**config.mk**
```make
export PLATFORM = sky130hd
export DESIGN_NAME = scm_top
export DESIGN_NICKNAME = d
export VERILOG_FILES = /design/src/rtl/scm_pkg.sv /design/src/rtl/scm_decode.sv /design/src/rtl/scm_delay.sv /design/src/rtl/scm_top.sv
export SDC_FILE = /design/constraint.sdc
export NUM_CORES = 1
export LEC_CHECK = 0
export ABC_AREA = 1
export BUFFER_PORTS_ARGS = -buffer_cell sky130_fd_sc_hd__buf_2
export CAP_MARGIN = 10
export CORE_MARGIN = 3
export CORE_UTILIZATION = 58
export CTS_CLUSTER_DIAMETER = 40
export DETAILED_ROUTE_END_ITERATION = 6
export PLACE_DENSITY = 0.88
export SETUP_SLACK_MARGIN = 0.5
export SLEW_MARGIN = 20
export SYNTH_ARGS = -nofsm -noshare
export SYNTH_HDL_FRONTEND = slang
export SYNTH_SLANG_ARGS = --single-unit
```
**constraint.sdc**
```tcl
create_clock -name clk -period 2.14 [get_ports clk]
set_input_delay 0.107 -clock clk [delete_from_list [all_inputs] [get_ports clk]]
set_output_delay 0.107 -clock clk [all_outputs]
set_load 0.01 [all_outputs]
```
**src/rtl/scm_pkg.sv**
```systemverilog
// Purpose: Shared constants and types for the curtain mode configuration block.
// Assumes: A single 200 MHz clock; all pin levels synchronous to it.
// Notes:   Strap levels arrive as logic levels, 1 meaning +24 V.
//
// Notes on behaviour
// RQ1: Restart delay is 100 ms with delay select 0, 500 ms with 1.
// RQ2: Master writes 1 to interference flag, then reads it back.
// RQ3: Readback gives 1 while no interference seen since the master set it.
// RQ4: Interference such as contamination or periphery fault clears the flag.
// RQ5: Only the bus master uses the parameter port; never safety relevant.
// RQ6: External muting lamp follows the single output data bit from master.
// RQ7: Four input data bits carry the protocol code sequence, not status.
// RQ8: Straps are sampled once at start-up; changes need a power cycle.
// RQ9: Feedback input high disables contactor monitoring; low enables it.
// RQ10: Non-muting model: mode input high enables interlock; bridge disables.
// RQ11: Muting-capable models keep the restart interlock always active.
// RQ12: Pin 2 high, pin 7 low: bridge 4 mode 1, 8 mode 2, 3 mode 4.
// RQ13: Pin 2 low, pin 7 high: bridge 8 mode 3, 4 mode 5, 3 mode 6.
// RQ14: Muting timeout 10 min in modes 1, 3, 5, 6; 100 h in 2, 4.
// RQ15: Modes 3 and 4 sequence controlled; modes 1, 2, 5, 6 timing controlled.
// RQ16: Timing modes use two sensors on five-pin socket, four on eight-pin.
// RQ17: Interlock in every muting mode; contactor monitoring only 1, 2, 3, 5.
// RQ18: Timeout extension in 1, 5, 6; muting-enable 5; partial muting 6.
// RQ19: Second muting signal from local sensor or controller on main plug.
// RQ20: Unknown strap combination flags a configuration fault, outputs off.

package scm_pkg;

   // ----------------------------------------------------------------
   // Timing
   // ----------------------------------------------------------------
   localparam int unsigned CLK_HZ          = 200_000_000;
   localparam int unsigned DELAY_SHORT_MS  = 100;
   localparam int unsigned DELAY_LONG_MS   = 500;
   localparam longint unsigned DELAY_SHORT_CYC =
      longint'(CLK_HZ) / 1000 * DELAY_SHORT_MS;
   localparam longint unsigned DELAY_LONG_CYC  =
      longint'(CLK_HZ) / 1000 * DELAY_LONG_MS;
   localparam int unsigned TIMEOUT_SHORT_MIN = 10;
   localparam int unsigned TIMEOUT_LONG_H    = 100;
   localparam int unsigned DELAY_W           = 28;
   localparam int unsigned CODE_W            = 4;

   // ----------------------------------------------------------------
   // Reset values
   // ----------------------------------------------------------------
   localparam logic RST_DELAY_SEL   = 1'h0;
   localparam logic RST_INTERF_FLAG = 1'h0;

   // ----------------------------------------------------------------
   // Types
   // ----------------------------------------------------------------
   typedef enum logic [2:0]
   {
      MODE_NONE = 3'h0,
      MODE_1    = 3'h1,
      MODE_2    = 3'h2,
      MODE_3    = 3'h3,
      MODE_4    = 3'h4,
      MODE_5    = 3'h5,
      MODE_6    = 3'h6,
      MODE_BAD  = 3'h7
   } scm_mode_e;

   typedef enum logic [1:0]
   {
      BR_NONE = 2'h0,
      BR_PIN4 = 2'h1,
      BR_PIN8 = 2'h2,
      BR_PIN3 = 2'h3
   } scm_bridge_e;

   // Strap levels as seen at the plug, 1 meaning +24 V.
   typedef struct packed
   {
      logic        muting_model;
      logic        eight_pin_socket;
      logic        pin2_high;
      logic        pin7_high;
      scm_bridge_e bridge;
      logic        feedback_high;
      logic        mode_input_high;
   } scm_straps_s;

   typedef struct packed
   {
      scm_mode_e mode;
      logic      restart_interlock;
      logic      contactor_feedback_monitor;
      logic      sequence_muting;
      logic      four_sensor;
      logic      timeout_long;
      logic      timeout_ext_allowed;
      logic      muting_enable;
      logic      partial_muting;
      logic      msig2_on_plug;
      logic      config_fault;
   } scm_cfg_s;

   typedef struct packed
   {
      logic restart_delay_select;
      logic interference_flag;
   } scm_param_s;

endpackage

```
**src/rtl/scm_decode.sv**
```systemverilog
// Purpose: Combinational decode of strap levels into a configuration.
// Assumes: Straps are stable while the loader captures them.
// Notes:   Pure logic; the caller registers the result once.

module scm_decode
(
   input  wire scm_pkg::scm_straps_s straps,
   output scm_pkg::scm_cfg_s         cfg
);

   always_comb
   begin
      cfg = '0;
      if (!straps.muting_model)
      begin
         cfg.mode                       = scm_pkg::MODE_NONE;
         cfg.restart_interlock          = straps.mode_input_high;   // RQ10
         cfg.contactor_feedback_monitor = !straps.feedback_high;    // RQ9
      end
      else
      begin
         if (straps.pin2_high && !straps.pin7_high)
         begin
            unique case (straps.bridge)                          // RQ12
               scm_pkg::BR_PIN4: cfg.mode = scm_pkg::MODE_1;
               scm_pkg::BR_PIN8: cfg.mode = scm_pkg::MODE_2;
               scm_pkg::BR_PIN3: cfg.mode = scm_pkg::MODE_4;
               scm_pkg::BR_NONE: cfg.mode = scm_pkg::MODE_BAD;
            endcase
         end
         else if (!straps.pin2_high && straps.pin7_high)
         begin
            unique case (straps.bridge)                          // RQ13
               scm_pkg::BR_PIN8: cfg.mode = scm_pkg::MODE_3;
               scm_pkg::BR_PIN4: cfg.mode = scm_pkg::MODE_5;
               scm_pkg::BR_PIN3: cfg.mode = scm_pkg::MODE_6;
               scm_pkg::BR_NONE: cfg.mode = scm_pkg::MODE_BAD;
            endcase
         end
         else
         begin
            cfg.mode = scm_pkg::MODE_BAD;
         end
         cfg.config_fault      = (cfg.mode == scm_pkg::MODE_BAD); // RQ20
         cfg.restart_interlock = 1'b1;                         // RQ11 RQ17
         cfg.contactor_feedback_monitor = !straps.feedback_high // RQ17
            && (cfg.mode inside {scm_pkg::MODE_1, scm_pkg::MODE_2,
                                 scm_pkg::MODE_3, scm_pkg::MODE_5});
         cfg.sequence_muting = (cfg.mode inside            // RQ15
            {scm_pkg::MODE_3, scm_pkg::MODE_4});
         cfg.four_sensor = straps.eight_pin_socket         // RQ16
            && !cfg.sequence_muting && !cfg.config_fault;
         cfg.timeout_long = (cfg.mode inside               // RQ14
            {scm_pkg::MODE_2, scm_pkg::MODE_4});
         cfg.timeout_ext_allowed = (cfg.mode inside        // RQ18
            {scm_pkg::MODE_1, scm_pkg::MODE_5, scm_pkg::MODE_6});
         cfg.muting_enable  = (cfg.mode == scm_pkg::MODE_5); // RQ18
         cfg.partial_muting = (cfg.mode == scm_pkg::MODE_6); // RQ18
         cfg.msig2_on_plug  = (cfg.mode inside             // RQ19
            {scm_pkg::MODE_2, scm_pkg::MODE_3, scm_pkg::MODE_4});
         if (cfg.config_fault)
         begin
            cfg.restart_interlock = 1'b1;
         end
      end
   end

endmodule

```
**src/rtl/scm_delay.sv**
```systemverilog
// Purpose: Restart delay timer started by a beam interruption end.
// Assumes: Start is a one-cycle pulse.
// Notes:   Done pulses once when the selected delay has elapsed.

module scm_delay
#(
   parameter longint unsigned SHORT_CYC = scm_pkg::DELAY_SHORT_CYC,
   parameter longint unsigned LONG_CYC  = scm_pkg::DELAY_LONG_CYC
)
(
   input  wire logic clk,
   input  wire logic rst,
   input  wire logic start,
   input  wire logic long_sel,
   output logic      busy,
   output logic      done
);

   typedef struct packed
   {
      logic                            busy;
      logic                            done;
      logic [scm_pkg::DELAY_W-1:0]     cnt;
   } scm_dly_s;

   scm_dly_s s_q;
   scm_dly_s s_d;

   localparam logic [scm_pkg::DELAY_W-1:0] SHORT_LAST =
      scm_pkg::DELAY_W'(SHORT_CYC - 1);
   localparam logic [scm_pkg::DELAY_W-1:0] LONG_LAST =
      scm_pkg::DELAY_W'(LONG_CYC - 1);

   always_comb
   begin
      s_d      = s_q;
      s_d.done = 1'b0;
      if (start)
      begin
         s_d.busy = 1'b1;                                      // RQ1
         s_d.cnt  = long_sel ? LONG_LAST : SHORT_LAST;         // RQ1
      end
      else if (s_q.busy)
      begin
         if (s_q.cnt == '0)
         begin
            s_d.busy = 1'b0;
            s_d.done = 1'b1;
         end
         else
         begin
            s_d.cnt = s_q.cnt - 1'b1;
         end
      end
   end

   always_ff @(posedge clk or posedge rst)
   begin
      if (rst)
      begin
         s_q <= '0;
      end
      else
      begin
         s_q <= s_d;
      end
   end

   assign busy = s_q.busy;
   assign done = s_q.done;

endmodule

```
**src/rtl/scm_top.sv**
```systemverilog
// Purpose: Start-up strap loader, parameter port and safe-bus data bits.
// Assumes: The bus master writes parameters with a one-cycle strobe.
// Notes:   Configuration is frozen after the first clock edge past reset.

module scm_top
#(
   parameter longint unsigned SHORT_CYC = scm_pkg::DELAY_SHORT_CYC,
   parameter longint unsigned LONG_CYC  = scm_pkg::DELAY_LONG_CYC
)
(
   input  wire logic                        clk,
   input  wire logic                        rst,
   input  wire scm_pkg::scm_straps_s        straps,
   input  wire logic                        param_wr,
   input  wire scm_pkg::scm_param_s         param_wdata,
   output scm_pkg::scm_param_s              param_rdata,
   input  wire logic                        indicator_out_bit,
   output logic                             muting_lamp,
   input  wire logic [scm_pkg::CODE_W-1:0]  code_word,
   output logic [scm_pkg::CODE_W-1:0]       safety_code_inputs,
   input  wire logic                        interference_event,
   input  wire logic                        beam_clear,
   output logic                             restart_delay_busy,
   output logic                             restart_delay_done,
   output scm_pkg::scm_cfg_s                cfg,
   output logic                             cfg_valid,
   output logic                             safety_switch_output_allow
);

   // ----------------------------------------------------------------
   // State
   // ----------------------------------------------------------------
   typedef struct packed
   {
      logic                         loaded;
      scm_pkg::scm_cfg_s            cfg;
      scm_pkg::scm_param_s          par;
      logic                         lamp;
      logic [scm_pkg::CODE_W-1:0]   code;
      logic                         beam_clear_prev;
   } scm_top_s;

   scm_top_s          s_q;
   scm_top_s          s_d;
   scm_pkg::scm_cfg_s dec_cfg;
   logic              dly_start;

   scm_decode u_decode
   (
      .straps (straps),
      .cfg    (dec_cfg)
   );

   // Restart delay begins when the beam becomes clear again.
   assign dly_start = beam_clear && !s_q.beam_clear_prev;

   scm_delay
   #(
      .SHORT_CYC (SHORT_CYC),
      .LONG_CYC  (LONG_CYC)
   )
   u_delay
   (
      .clk      (clk),
      .rst      (rst),
      .start    (dly_start),
      .long_sel (s_q.par.restart_delay_select),
      .busy     (restart_delay_busy),
      .done     (restart_delay_done)
   );

   // ----------------------------------------------------------------
   // Next state
   // ----------------------------------------------------------------
   always_comb
   begin
      s_d                 = s_q;
      s_d.beam_clear_prev = beam_clear;
      // Capturing only once avoids a live strap edit changing safety modes.
      if (!s_q.loaded)
      begin
         s_d.loaded = 1'b1;                                    // RQ8
         s_d.cfg    = dec_cfg;                                 // RQ8
      end
      if (param_wr)
      begin
         s_d.par.restart_delay_select =
            param_wdata.restart_delay_select;                  // RQ1
         s_d.par.interference_flag = param_wdata.interference_flag; // RQ2
      end
      // Interference wins over a simultaneous master write of 1.
      if (interference_event)
      begin
         s_d.par.interference_flag = 1'b0;                     // RQ4
      end
      s_d.lamp = indicator_out_bit;                            // RQ6
      s_d.code = code_word;                                    // RQ7
   end

   always_ff @(posedge clk or posedge rst)
   begin
      if (rst)
      begin
         s_q                          <= '0;
         s_q.par.restart_delay_select <= scm_pkg::RST_DELAY_SEL;
         s_q.par.interference_flag    <= scm_pkg::RST_INTERF_FLAG;
      end
      else
      begin
         s_q <= s_d;
      end
   end

   // ----------------------------------------------------------------
   // Outputs
   // ----------------------------------------------------------------
   assign param_rdata        = s_q.par;                        // RQ3
   assign muting_lamp        = s_q.lamp;                       // RQ6
   assign safety_code_inputs = s_q.code;                       // RQ7
   assign cfg                = s_q.cfg;
   assign cfg_valid          = s_q.loaded;
   // Parameter port bits take no part in this enable.
   assign safety_switch_output_allow =
      s_q.loaded && !s_q.cfg.config_fault;                     // RQ20 RQ5

   // ----------------------------------------------------------------
   // Checks
   // ----------------------------------------------------------------
   logic loaded_prev;
   always_ff @(posedge clk or posedge rst)
   begin
      if (rst)
      begin
         loaded_prev <= 1'b0;
      end
      else
      begin
         loaded_prev <= s_q.loaded;
      end
   end

   chk_cfg_frozen: assert property (@(posedge clk) disable iff (rst) // RQ8
      loaded_prev |-> $stable(cfg))
      else $error("Configuration changed after start-up.");

   chk_fault_off: assert property (@(posedge clk) disable iff (rst) // RQ20
      (cfg.config_fault || cfg.mode == scm_pkg::MODE_BAD)
      |-> (cfg.config_fault && !safety_switch_output_allow))
      else $error("Outputs allowed under configuration fault.");

   chk_interf_clear: assert property (@(posedge clk) disable iff (rst) // RQ4
      interference_event |=> !param_rdata.interference_flag)
      else $error("Interference did not clear the flag.");

   chk_interf_hold: assert property (@(posedge clk) disable iff (rst) // RQ3
      (param_rdata.interference_flag && !param_wr && !interference_event)
      |=> param_rdata.interference_flag)
      else $error("Interference flag dropped without cause.");

   chk_lamp_follow: assert property (@(posedge clk) disable iff (rst) // RQ6
      ##1 muting_lamp == $past(indicator_out_bit))
      else $error("Muting lamp does not follow output bit.");

   chk_code_follow: assert property (@(posedge clk) disable iff (rst) // RQ7
      ##1 safety_code_inputs == $past(code_word))
      else $error("Code word not passed on.");

   chk_interlock_mut: assert property (@(posedge clk) disable iff (rst) // RQ11
      (cfg_valid && cfg.mode != scm_pkg::MODE_NONE)
      |-> cfg.restart_interlock)
      else $error("Interlock off on a muting model.");

   chk_edm_modes: assert property (@(posedge clk) disable iff (rst) // RQ17
      (cfg.mode inside {scm_pkg::MODE_4, scm_pkg::MODE_6})
      |-> !cfg.contactor_feedback_monitor)
      else $error("Contactor monitoring in mode 4 or 6.");

   chk_timeout_long: assert property (@(posedge clk) disable iff (rst) // RQ14
      (cfg_valid && (cfg.mode inside {scm_pkg::MODE_2, scm_pkg::MODE_4}))
      |-> cfg.timeout_long)
      else $error("Long timeout missing in mode 2 or 4.");

   chk_delay_start: assert property (@(posedge clk) disable iff (rst) // RQ1
      dly_start |=> restart_delay_busy)
      else $error("Restart delay did not start.");

   chk_delay_pulse: assert property (@(posedge clk) disable iff (rst) // RQ1
      restart_delay_done |-> (!restart_delay_busy ##1 !restart_delay_done))
      else $error("Restart delay done is not a single pulse.");

   chk_seq_modes: assert property (@(posedge clk) disable iff (rst) // RQ15
      (cfg_valid && (cfg.mode inside {scm_pkg::MODE_3, scm_pkg::MODE_4}))
      |-> (cfg.sequence_muting && !cfg.four_sensor))
      else $error("Sequence muting not selected in mode 3 or 4.");

   chk_ext_modes: assert property (@(posedge clk) disable iff (rst) // RQ18
      (cfg_valid && !(cfg.mode inside {scm_pkg::MODE_1, scm_pkg::MODE_5,
                                       scm_pkg::MODE_6}))
      |-> !(cfg.timeout_ext_allowed || cfg.muting_enable
            || cfg.partial_muting))
      else $error("Extension or enable offered outside its modes.");

   cov_fault: cover property (@(posedge clk) disable iff (rst)
      cfg_valid && cfg.config_fault);
   cov_mode6: cover property (@(posedge clk) disable iff (rst)
      cfg_valid && cfg.mode == scm_pkg::MODE_6);
   cov_interf: cover property (@(posedge clk) disable iff (rst)
      param_rdata.interference_flag ##1 !param_rdata.interference_flag);
   cov_delay: cover property (@(posedge clk) disable iff (rst)
      restart_delay_done);
   cov_wr_clash: cover property (@(posedge clk) disable iff (rst)
      param_wr && interference_event);

endmodule

```
Word-level counts from Yosys, hierarchy flattened:

Index checks and enable logic that the tools add are counted.

* bits in registers: 52
* input port bits: 20
* output and inout port bits: 24
* word-level logic and storage cells: 72

* add/subtract/negate cells: 1
* eq/ne operators: 11
* multiplexer cells: 16
* reductions and logical operators: 24

Operators by type and width (number)
* $mux 28: 2
* $mux 30: 1
* $logic_not 28->1: 1
* $sub 28x1->28 const B: 1
* $mux 27: 1
* $pmux 3 s4: 2
* $eq 3x3->1 const B: 4
* $mux 3: 3
* $mux 8: 1
* $reduce_bool 2->1: 4
* $logic_and 1x1->1: 7
* $logic_not 1->1: 7
* $eq 3x2->1 const B: 2
* $reduce_bool 3->1: 2
* $mux 5: 1
* $eq 2x2->1 const B: 2
* $mux 1: 4
* $reduce_bool 4->1: 1
* $eq 3x1->1 const B: 1
* $eq 2x1->1 const B: 1
* $logic_not 2->1: 1
* $mux 2: 1
* $ne 2x2->1 const B: 1
* $reduce_and 2->1: 1

Depth between registers and ports, before layout:

Gate-level depths: netlist of run 1.

* depth after elaboration: 11
* depth in mapped cells: 11
* depth with buffers taken out: 11

By module:

A second synthesis of run 1 with hierarchy kept.

* cell total of the unflattened synthesis: 468
* area, all modules: 3372.0 um2

By module, submodules not included
* scm_delay: instances 1, cells each 321, area each 2139.6 um2, seq. area each 750.7 um2
* scm_top: instances 1, cells each 95, area each 909.6 um2, seq. area each 550.5 um2
* scm_decode: instances 1, cells each 52, area each 322.8 um2, seq. area each 0.0 um2

Worst setup path after synthesis of run 1:

Ideal clock, no wire load.

* path kind: register -> register
* start point: register u_delay.s_q[0] (netlist name)
* end point: register u_delay.s_q[13] (netlist name)
* library setup time: 0.117 ns
* arrival: 1.444 ns
* data required time: 2.023 ns
* setup slack: 0.578 ns
* cell stages (with the launch flop): 12
* buffers on the path: 1
* period minus slack after synthesis: 1.562 ns
* cell sequence: dfrtp_1 inv_1 ha_1 nand2_1 nor2_1 and2_4 nand2_4 nand2_4 nand2_4 buf_6 nand2_1 o21ai_2

* word-level cells in the longest chain between the ends: 4
* elaborated cells on any way between the ends: 7
* classes of those cells: add/sub (1); eq/ne (1); mux (3); reduce/logical (2)

Ends and longest elaborated chain
* start, declared: RTL line scm_delay.sv:26 `scm_dly_s s_q;`
* start signal, assigned: RTL line scm_delay.sv:61 `s_q <= '0;`
* start signal, assigned: RTL line scm_delay.sv:65 `s_q <= s_d;`
* $sub 28x1->28: RTL line scm_delay.sv:52 `s_d.cnt = s_q.cnt - 1'b1;`
* $mux 28: RTL line scm_delay.sv:45 `if (s_q.cnt == '0)`
* $mux 30: RTL line scm_delay.sv:43 `else if (s_q.busy)`
* $mux 28: RTL line scm_delay.sv:38 `if (start)`

Several ways; a longest one is shown, not always the timed one. The select of a mux whose other input is x is not followed.
A chain may end at the register's enable or synchronous reset.

Worst setup path after layout of run 1:

* start point: register u_delay.s_q[22] (netlist name)
* end point: register u_delay.s_q[7] (netlist name)

* word-level cells in the longest chain between the ends: 3

Ends and longest elaborated chain (RTL line)
* $logic_not 28->1: scm_delay.sv:45
* $ne 2x2->1 (no source line)
* $reduce_and 2->1 (no source line)

No other way between the ends.

==> results.tsv, run 1 <==
stage	metric	value	unit
synth	ys_ff_latch	52	
synth	synth_fp_nets	488	
setup_path	critPathLaunchType	register	
sta	finalCritPeriodShare	84.56	%
clocking	cts_buffers	5	
sta	whs	-0.007803	ns
finish	syn_to_final_growth	24.47	%
setup_path	slowest_stage	dfrtp_1	
setup_path	slowest_delay	0.43	ns
route	finalWirelength	10340	um
sta	maxSlewHeadroom	62.72	%
synth	yosysWarnings	0	
setup_path	cp.required	2.33	ns
sta	rsz0062_at_grt	yes	
synth	synth_top_area_share	39.71	%
placement	dp_hpwl	6117	um
global_route	grt_pass1_wl	15180	um
setup_path	rr_worst_depth	9	
status	status	finished with violations	
floorplan	start_util	62.18	%
floorplan	num_rows	26	
clocking	cts_sinks	52	
route	drc_errors	41	
setup_path	r2r_slack	0.33	ns
floorplan	ioPinCount	44	
setup_path	path_cells	nor2_1 -> nand2_1 -> nor2_2 -> nand2_2 -> nor2_4 -> nor2_4 -> buf_6 -> nand3_1 -> nand3_1	
route	firstDrtPassIters	7	
global_route	grt_use_met2	49.34	%
route	dr.first_iter.drc_count	663	
floorplan	core	5270	um^2
sta	setup_tns	0	ns
hold_path	min_path_type	in2reg	
finish	drive_above_1_share	31.18	%
floorplan	fp.dieH	81.17	um
clocking	cts_tree	yes	
clocking	cts_buffer_depth	2	
setup_path	r2r_end	u_delay.s_q[7]	
floorplan	die_w	81.17	um
setup_path	crit_fanout	8	
global_route	gr-total-overflow	0	
route	routedWlPerCell	17.35	um
global_route	top_usage_layer	met2	
route	vias	3575	
synth	synth_top_area_cell	dfrtp_1	
finish	final_cell_mix	nand2_1, inv_1, nand3_1	
placement	dp.cells	555	
setup_path	critPathArrivalTime	2.00	ns
synth	synthCells	460	
finish	n_fill_cell	355	
pwr	vdd_drop_max	0.3682	mV
sta	final.min_clock_period	1.809	ns
synth	syn_area_per_cell	7.124	um^2
global_route	grt_use_total	29.76	%
sta	worst_pin_slew	0.5572	ns
setup_path	crit_path_start	u_delay.s_q[22]	
route	ant_nets	0	
global_route	grt_max_degree	23	
global_route	grt_util_met1	37.32	%
sta	final_max_slew_viol_count	0	
clocking	cts_root_buffer	clkbuf_8	
sta	fmax	0.5526	GHz
pwr	p_total	2.498	mW
global_route	grtUsageMet3	6.874	%
floorplan	die_area	6588	um^2
status	violations	DRC, hold timing	
pwr	powerDensity	612.4	nW/um^2
sta	finalHoldViolCount	1	
sta	clock_skew	0.01006	ns
finish	final_common_cell	nand2_1	
finish	final_area	4079	um^2
placement	io_buffers	43	
setup_path	cp-end-kind	register	
synth	netlist_top_cells_area	dfrtp_1, nand2_1, nand3_1	
synth	ys_seq_area_share	39.71	%
job	cap_violations	0	
setup_path	endpoint	u_delay.s_q[7]	
clocking	insertion_delay	0.32	ns
pwr	leakagePower	2.042	nW
synth	yosys.cell_types.count	31	
finish	antenna_cells	0	
sta	finalSetupViolCount	0	
global_route	antenna_found_initial	0	
synth	synth_area	3277	um^2
route	via_per_inst	5.998	
clocking	cts.clk_slew.worst_paths	0.11	ns
setup_path	reg2reg_from	u_delay.s_q[22]	
setup_path	crit_type	reg2reg	
global_route	grt_pass1_vias	3234	
finish	layout.nets	553	
placement	globalplace.congestion	0.9789	
clocking	cts_htree_levels	2	
finish	utilization	77.40	%
placement	place_area	3446	um^2
finish	final_cells	596	
## critical path: cells and delay by family (launching register included)
family        cells  cell delay, ns
flops             1            0.43
buf+inv           1            0.14
simple gates      8            1.12
## per-layer routing
metal  vias to the layer above  wire [um]
li1                       1561          -
met1                      1638       3819
met2                       295       4804
met3                        81       1164
met4                         0        555
met5                         -          0
## report_power, final
part	internal, mW	switching (mW)	leakage [nW]
clock	0.347	0.359	0.0541
sequential	1.07	0.0983	0.613
combinational	0.242	0.379	1.37
total	1.66	0.836	2.04
## flip-flops by register name, summed over array words and instances, names as in the netlist
name	flops
u_delay.s_q	28
cfg	13
safety_code_inputs	4
param_rdata	2
cfg_valid	1
muting_lamp	1
s_q	1
u_delay.busy	1
u_delay.done	1
## per-stage QoR
stage,setup slack (ns),hold slack [ns]
5_1_grt,0.3058,0.03065
3_3_place_gp,0.2638,0.1351
2_1_floorplan,0.5784,0.1384
6_report,0.3305,-0.007803
3_5_place_dp,0.2319,0.1405
4_1_cts,0.5043,0.0009174
## worst min path at each step
| stage | startpoint | end | slack [ns] | cells past startpoint |
|---|---|---|---|---|
| after floorplan | indicator_out_bit | muting_lamp | 0.14 | 0 |
| after global placement | rst | muting_lamp | 0.14 | 2 |
| after detailed placement | rst | muting_lamp | 0.14 | 2 |
| after CTS | param_wdata[1] | param_rdata[1] | 0.0009 | 3 |
| after global routing | param_wr | param_rdata[0] | 0.03 | 2 |
| final | param_wdata[1] | param_rdata[1] | -0.008 | 3 |
## synthesized netlist by cell type
cell type  count
o22ai_1        1
nand3_2        1
nor2_1        60
a22o_1         1
xor2_1         2
nor3_1         2
nor2_4         2
nand2_2        5
o21bai_1       1
conb_1         1
ha_1           8
clkbuf_1       1
and2_4         1
inv_2          1
inv_1         59
nand3_1       52
a21oi_1        4
nor2_2         5
nand2_4        3
o31ai_1        1
buf_4         19
nor4_1         2
o21a_1         1
a211oi_1       1
buf_2          2
o21ai_2       11
o21ai_0       17
buf_6          2
nand4_1       10
nand2_1      132
dfrtp_1       52
## layout make-up
cell class,instances,area (um^2),area share (%)
Clock buffer,5,68.82,1.687
Inverter,60,227.7,5.583
Timing Repair Buffer,78,501.7,12.30
Tap cell,70,87.58,2.147
Clock inverter,3,42.54,1.043
Multi-Input combinational cell,328,1842,45.15
Sequential cell,52,1309,32.09
## cells by family after synthesis
| group | Yosys count | synth area share, % |
|---|---|---|
| buffers and inverters | 84 | 12.33 |
| adders and majority gates | 8 | 3.055 |
| and+or+nand+nor | 275 | 36.73 |
| xor gates and xnor gates | 2 | 0.5347 |
| DFF | 52 | 39.71 |
| other | 1 | 0.1144 |
| AOI/OAI and AO/OA | 38 | 7.522 |
## repair_timing
action	CTS	global route
cloned	2	2
gates resized for setup	34	44
endpoints found under the setup margin	29	27
setup buffers	13	8
hold buffers	8	0
hold endpoints to repair	27	0
pin swaps	7	18
(Power assumes the default switching activity.)
==> run 2, diff against run 1 <==
- CORE_UTILIZATION: 58 -> 52
- PLACE_DENSITY: 0.88 -> 0.84
- clock period: 2.14 -> 1.6 ns (I/O delays scaled with it)
==> run 2 against run 1 <==
Net effect:
- via count up 19%
- the flow finishes with violations (DRC, setup timing)
- critical endpoint is now u_delay.s_q[12]
- largest cell class unchanged
- sequential power up 33%
- combinational power up 110%
- critical path type unchanged
- critical path depth unchanged
- clock power up 39%
- register-to-register slack worse by 0.56 ns
- worst setup slack worse by 0.56 ns
- clock-buffer cell count up 1
- clock skew up 0.00083 ns
==> results.tsv, run 2 (synthesis gave the netlist of run 1 again) <==
stage	metric	value	unit	change
status	status	finished with violations		unchanged
status	violations	DRC, setup timing		was DRC, hold timing
floorplan	core	6026	um^2	was 5270 um^2
placement	globalplace.congestion	0.9522		was 0.9789
floorplan	num_rows	28		was 26
setup_path	crit_path_start	u_delay.s_q[9]		was u_delay.s_q[22]
clocking	cts_sinks	52		unchanged
finish	regArea	1306	um^2	was 1309 um^2
global_route	grt_use_met2	55.86	%	was 49.34%
finish	regMostFlops	u_delay.s_q		unchanged
floorplan	die_area	7291	um^2	was 6588 um^2
setup_path	reg2reg_from	u_delay.s_q[9]		was u_delay.s_q[22]
finish	final_area	5041	um^2	was 4079 um^2
route	firstDrtPassIters	7		unchanged
pwr	vdd_drop_max	0.8369	mV	was 0.3682 mV
global_route	grt_max_degree	34		was 23
route	dr.first_iter.drc_count	641		was 663
route	routedWlPerCell	21.49	um	was 17.35 um
global_route	top_usage_layer	met2		unchanged
pwr	switching_share	35.47	%	was 33.48%
global_route	grt_pass1_wl	18760	um	was 15180 um
clocking	cts.clk_slew.worst_paths	0.11	ns	about the same
floorplan	start_util	54.38	%	was 62.18%
finish	final_cell_mix	nand2_1, buf_4, inv_1		was nand2_1, inv_1, nand3_1
finish	syn_to_final_growth	53.84	%	was 24.47%
floorplan	die_w	85.39	um	was 81.17 um
finish	layout.nets	624		was 553
floorplan	fp.dieH	85.39	um	was 81.17 um
pwr	p_seq_share	40.3	%	was 46.9%
setup_path	r2r_slack	-0.23	ns	was 0.33 ns
sta	finalCritPeriodShare	114.2	%	was 84.56%
route	drc_errors	9		was 41
finish	n_fill_cell	303		was 355
finish	antenna_cells	0		unchanged
sta	rsz0062_at_grt	yes		unchanged
placement	pre_cts_slack	-0.1458	ns	was 0.2319 ns
sta	final.min_clock_period	1.827	ns	was 1.809 ns
sta	worst_pin_slew	0.5287	ns	was 0.5572 ns
setup_path	crit_fanout	5		was 8
sta	final_max_slew_viol_count	0		unchanged
setup_path	cp.required	1.86	ns	was 2.33 ns
clocking	insertion_delay	0.32	ns	about the same
placement	io_buffers	43		unchanged
setup_path	crit_type	reg2reg		unchanged
setup_path	endpoint	u_delay.s_q[12]		was u_delay.s_q[7]
route	via_per_inst	6.308		was 5.998
finish	drive_above_1_share	48.74	%	was 31.18%
finish	final_common_cell	nand2_1		unchanged
global_route	gr-total-overflow	0		unchanged
global_route	grt_util_met1	39.26	%	was 37.32%
route	finalWirelength	14440	um	was 10340 um
clocking	cts_buffers	5		unchanged
hold_path	min_path_type	in2reg		unchanged
floorplan	ioPinCount	44		unchanged
pwr	leakagePower	2.477	nW	was 2.042 nW
sta	clock_skew	0.01089	ns	was 0.01006 ns
placement	place_area	3980	um^2	was 3446 um^2
pwr	internal-power	2.498	mW	was 1.662 mW
route	ant_nets	0		unchanged
sta	finalHoldViolCount	0		was 1
clocking	cts_tree	yes		unchanged
global_route	grtUsageMet3	7.282	%	was 6.874%
finish	largest_register_ffs	28		unchanged
setup_path	critPathArrivalTime	2.08	ns	was 2.00 ns
clocking	cts_root_buffer	clkbuf_8		unchanged
global_route	antenna_found_initial	0		unchanged
setup_path	r2r_end	u_delay.s_q[12]		was u_delay.s_q[7]
pwr	p_comb_share	34.5	%	was 24.9%
job	cap_violations	0		unchanged
sta	setup_slack	-0.2266	ns	was 0.3305 ns
pwr	p_switching	1.373	mW	was 836.3 uW
setup_path	critPathLaunchType	register		unchanged
pwr	pwr-share-clk	25.3	%	was 28.3%
clocking	cts_htree_levels	2		unchanged
sta	setup_tns	-3.384	ns	was 0 ns
sta	fmax	0.5475	GHz	was 0.5526 GHz
clocking	cts_buffer_depth	2		unchanged
sta	finalSetupViolCount	29		was 0
setup_path	cp-end-kind	register		unchanged
global_route	grt_use_total	32.63	%	was 29.76%
pwr	powerDensity	767.9	nW/um^2	was 612.4 nW/um^2
setup_path	rr_worst_depth	9		unchanged
finish	multiInputGateArea	2073	um^2	was 1842 um^2
route	vias	4239		was 3575
placement	dp_hpwl	7115	um	was 6117 um
global_route	grt_pass1_vias	3890		was 3234
sta	maxSlewHeadroom	64.68	%	was 62.72%
## run 2: timing repair
| item | 4_1_cts | 5_1_grt |
|---|---|---|
| cloned | 2 | 1 |
| setup buffers | 21 | 12 |
| hold buffers | 12 | 0 |
| gates resized for setup | 72 | 90 |
| setup endpoints to repair | 35 | 41 |
| pin swaps | 24 | 44 |
| endpoints found under the hold margin | 28 | 0 |
## run 2: worst max-delay path: stages (launching register included)
cell,delay [ns]
dfrtp_1,0.48
nor2_4,0.16
nand2_4,0.07
nor2_4,0.16
nand2_2,0.13
nor2_4,0.19
nor2_4,0.08
nor2_4,0.26
nand2_1,0.11
o21ai_1,0.09
## run 2: area by class of cell
type / count / share of cell area [%]
flip-flops and latches: 52 / 25.91
multi-input cells: 325 / 41.13
well taps: 75 / 1.862
clock buffers: 6 / 1.440
inverters: 60 / 4.641
repair buffers: 152 / 24.25
clock inverters: 2 / 0.7694
## run 2: worst min path at each step
stage | startpoint | to | slack [ns] | depth (start not counted)
after floorplan | indicator_out_bit | muting_lamp | 0.11 | 0
after global routing | straps[6] | cfg[6] | 0.02 | 3
after detailed placement | rst | muting_lamp | 0.14 | 2
after global placement | rst | muting_lamp | 0.13 | 2
final | straps[7] | cfg[9] | 0.01 | 3
after CTS | straps[7] | cfg[9] | 0.008 | 3
## run 2: metal layers
layer,up-vias,share of wire (%)
met5,-,0
met4,0,8.6
met3,154,11
met2,406,46
met1,1970,34
li1,1709,-
## run 2: power by group through the flow
stage | Clock [mW] | Combinational (mW) | Sequential [mW]
after CTS | 0.958 | 1.01 | 1.54
after global placement | 0 | 0.778 | 1.53
final | 0.978 | 1.33 | 1.56
after floorplan | 0 | 0.509 | 1.54
after global routing | 1.02 | 1.41 | 1.57
after detailed placement | 0 | 0.819 | 1.54
## run 2: metrics by stage
step	util (%)	total power, mW	hold WS (ns)	instances
after detailed placement	66.05	2.354	0.1390	616
after floorplan	-	2.048	0.1114	460
after global placement	66.05	2.306	0.1304	616
after global routing	83.66	4.002	0.01565	672
after CTS	76.97	3.507	0.008207	659
final	83.66	3.871	0.01116	672
==> run 3, diff against run 2 <==
- ABC_AREA: 1 -> not set
- ABC_CLOCK_PERIOD_IN_PS: not set -> 1600
- CORE_UTILIZATION: 52 -> 51
==> run 3 against run 2 <==
Net effect:
- the flow finishes with violations (setup timing)
- non-clock buffer count shrank 21
- die area down 13%
- via count fell by 34%
- sequential power shrank 4%
- worst setup slack worse by 0.60 ns
- area after synthesis shrank 15%
- fmax is 25% lower
- sequential cell count is the same
- power shrank 22%
- routed wire length is 40% lower
- cell area fell by 20%
- critical path type unchanged
- critical endpoint is now u_delay.s_q[5]
- largest cell class unchanged
==> results.tsv, run 3 <==
stage	metric	value	unit	change
sta	finalCritPeriodShare	151.9	%	was 114.2%
clocking	cts_buffers	5		unchanged
finish	drive_above_1_share	47.55	%	was 48.74%
pwr	p_comb_share	23.4	%	was 34.5%
synth	synth_fp_nets	304		was 488
setup_path	crit_type	reg2reg		unchanged
floorplan	die_area	6358	um^2	was 7291 um^2
finish	final_common_cell	buf_4		was nand2_1
placement	globalplace.congestion	0.8040		was 0.9522
clocking	cts_sinks	52		unchanged
hold_path	min_path_type	in2reg		unchanged
setup_path	slowest_delay	0.56	ns	was 0.48 ns
clocking	cts_buffer_depth	2		unchanged
sta	finalHoldViolCount	0		unchanged
pwr	powerDensity	744.8	nW/um^2	was 767.9 nW/um^2
setup_path	critPathLaunchType	register		unchanged
route	ant_nets	0		unchanged
floorplan	die_w	79.74	um	was 85.39 um
global_route	grt_use_total	22.38	%	was 32.63%
setup_path	crit_path_start	u_delay.s_q[15]		was u_delay.s_q[9]
global_route	grt_pass1_vias	2568		was 3890
setup_path	cp-end-kind	register		unchanged
placement	pre_cts_slack	-0.7605	ns	was -0.1458 ns
finish	syn_to_final_growth	46.25	%	was 53.84%
finish	largest_register_ffs	28		unchanged
clocking	cts_htree_levels	2		unchanged
synth	yosysWarnings	0		unchanged
setup_path	reg2reg_from	u_delay.s_q[15]		was u_delay.s_q[9]
finish	n_fill_cell	271		was 303
job	cap_violations	0		unchanged
finish	regMostFlops	u_delay.s_q		unchanged
route	finalWirelength	8712	um	was 14440 um
status	violations	setup timing		was DRC, setup timing
clocking	cts_root_buffer	clkbuf_8		unchanged
synth	synthCells	276		was 460
global_route	grt_max_degree	53		was 34
clocking	cts_tree	yes		unchanged
synth	ys_seq_area_share	46.93	%	was 39.71%
synth	syn_area_per_cell	10.05	um^2	was 7.124 um^2
sta	clock_skew	0.01263	ns	was 0.01089 ns
synth	yosys.cell_types.count	43		was 31
pwr	p_switching	930.2	uW	was 1.373 mW
setup_path	cp.required	1.85	ns	was 1.86 ns
setup_path	crit_fanout	7		was 5
sta	finalSetupViolCount	30		was 29
route	dr.first_iter.drc_count	362		was 641
finish	layout.nets	414		was 624
floorplan	start_util	53.60	%	was 54.38%
floorplan	core	5172	um^2	was 6026 um^2
setup_path	path_cells	or4_4 -> or4_4 -> buf_6 -> o31a_1 -> and3_1 -> o21ai_1		was nor2_4 -> nand2_4 -> nor2_4 -> nand2_2 -> nor2_4 -> nor2_4 -> nor2_4 -> nand2_1 -> o21ai_1
sta	fmax	0.4115	GHz	was 0.5475 GHz
pwr	pwr-share-clk	27.0	%	was 25.3%
synth	synth_top_area_share	46.93	%	was 39.71%
placement	io_buffers	43		unchanged
pwr	internal-power	2.090	mW	was 2.498 mW
route	routedWlPerCell	19.06	um	was 21.49 um
pwr	p_seq_share	49.6	%	was 40.3%
synth	ys_ff_latch	52		unchanged
status	status	finished with violations		unchanged
global_route	antenna_found_initial	0		unchanged
route	via_per_inst	6.112		was 6.308
floorplan	num_rows	26		was 28
synth	yosysMostFrequentCell	dfrtp_1		was nand2_1
route	drc_errors	0		was 9
finish	antenna_cells	0		unchanged
synth	synth_ff_type	dfrtp_1		unchanged
setup_path	critPathArrivalTime	2.68	ns	was 2.08 ns
sta	setup_slack	-0.8301	ns	was -0.2266 ns
sta	whs	0.03355	ns	was 0.01116 ns
placement	dp_hpwl	4557	um	was 7115 um
clocking	cts.clk_slew.worst_paths	0.11	ns	about the same
hold_path	min_from	param_wr		was straps[7]
route	firstDrtPassIters	5		was 7
synth	yosys-top-cells-count	dfrtp_1, nand2_1, buf_4		was nand2_1, nor2_1, inv_1
sta	final.min_clock_period	2.430	ns	was 1.827 ns
setup_path	crit_top_cell	or4_4		was nor2_4
route	vias	2793		was 4239
synth	synth_edf_count	0		unchanged
synth	synth_area	2773	um^2	was 3277 um^2
pwr	vdd_drop_max	0.4626	mV	was 0.8369 mV
setup_path	slowest_stage	or4_4		was dfrtp_1
finish	final_cell_mix	buf_4, dfrtp_1, buf_2		was nand2_1, buf_4, inv_1
clocking	insertion_delay	0.33	ns	was 0.32 ns
pwr	leakagePower	1.749	nW	was 2.477 nW
synth	netlist_top_cells_area	dfrtp_1, buf_4, o31ai_1		was dfrtp_1, nand2_1, nand3_1
floorplan	fp.dieH	79.74	um	was 85.39 um
sta	final_max_slew_viol_count	0		unchanged
synth	async_reset_ff_share	100.0	%	unchanged
floorplan	ioPinCount	44		unchanged
global_route	gr-total-overflow	0		unchanged
sta	rsz0062_at_grt	yes		unchanged
pwr	switching_share	30.80	%	was 35.47%
global_route	grt_pass1_wl	11350	um	was 18760 um
synth	synth_top_area_cell	dfrtp_1		unchanged
[run 3: cell count changes after synthesis, sizes merged, moves of 6 or more]
| cell | before | now |
|---|---|---|
| or4 | 0 | 16 |
| o21ai | 28 | 17 |
| a31oi | 0 | 8 |
| inv | 60 | 6 |
| o31ai | 1 | 16 |
| nand2 | 140 | 21 |
| nand2b | 0 | 6 |
| nand4 | 10 | 1 |
| nor2 | 67 | 9 |
| or3 | 0 | 14 |
| nand3 | 53 | 14 |
[run 3: final timing paths]
check	to	slack, ns	depth (start not counted)
worst max register to register	u_delay.s_q[5]	-0.83	6
worst max-delay path	u_delay.s_q[5]	-0.83	6
worst min register to register	cfg[8]	0.50	1
worst min-delay path	param_rdata[1]	0.03	2
max in group asynchronous	param_rdata[0]	0.98	4
min in group asynchronous	u_delay.s_q[1]	0.37	4
[run 3: power by group through the flow]
stage                     clock network (mW)  registers (mW)  logic [mW]
after detailed placement                   0            1.51       0.544
final                                  0.816            1.50       0.708
after floorplan                            0            1.51       0.313
after CTS                              0.810            1.49       0.633
after global placement                     0            1.51       0.514
after global routing                   0.858            1.51       0.760
[run 3: per-layer routing]
layer / part of all wire, % / vias to the layer above / track usage (%) / wire (um)
li1: - / 1230 / - / -
met1: 38 / 1363 / 27.61 / 3306
met2: 50 / 160 / 40.15 / 4399
met3: 7.4 / 40 / 3.273 / 649
met4: 4.1 / 0 / 7.095 / 357
met5: 0 / - / 0 / 0
[run 3: cells by family after synthesis]
| logic type | share of synthesized area [%] |
|---|---|
| compound gates | 16.25 |
| fa+ha+maj | 3.610 |
| buf+inv | 8.574 |
| flops | 46.93 |
| mux | 1.489 |
| other cells | 0.1352 |
| simple gates | 23.01 |
[run 3: layout make-up]
class                           instances  area [um^2]  share of cell area (%)
Multi-Input combinational cell        190         1483                   36.56
Sequential cell                        52         1303                   32.12
Timing Repair Buffer                  131         1047                   25.83
Tap cell                               70        87.58                   2.160
Clock buffer                            5        68.82                   1.697
Inverter                                6        41.29                   1.018
Clock inverter                          3        25.02                  0.6171
[run 3: timing repair]
| item | CTS | global route |
|---|---|---|
| endpoints found under the hold margin | 60 | 0 |
| hold buffers | 9 | 0 |
| pin swaps | 11 | 19 |
| buffers inserted | 9 | 7 |
| gates cloned | 2 | 3 |
| gates resized for setup | 24 | 45 |
| endpoints found under the setup margin | 42 | 42 |
[run 3: per-stage QoR]
stage	TNS (ns)	std cells	util, %	area, um^2	power (mW)
5_1_grt	-23.46	457	78.40	4055	3.124
6_report	-21.72	457	78.40	4055	3.020
4_1_cts	-19.63	447	73.03	3777	2.929
3_3_place_gp	-18.26	419	66.38	3433	2.020
2_1_floorplan	-20.11	276	-	2885	1.826
3_5_place_dp	-20.31	419	66.38	3433	2.053
[run 3: critical path, delay by kind of cell, from the launching register on]
family                 cells  cell delay [ns]
AND/OR/NAND/NOR            3             1.27
AO/OA/AOI/OAI              2             0.56
flip-flops                 1             0.40
buffers and inverters      1             0.14
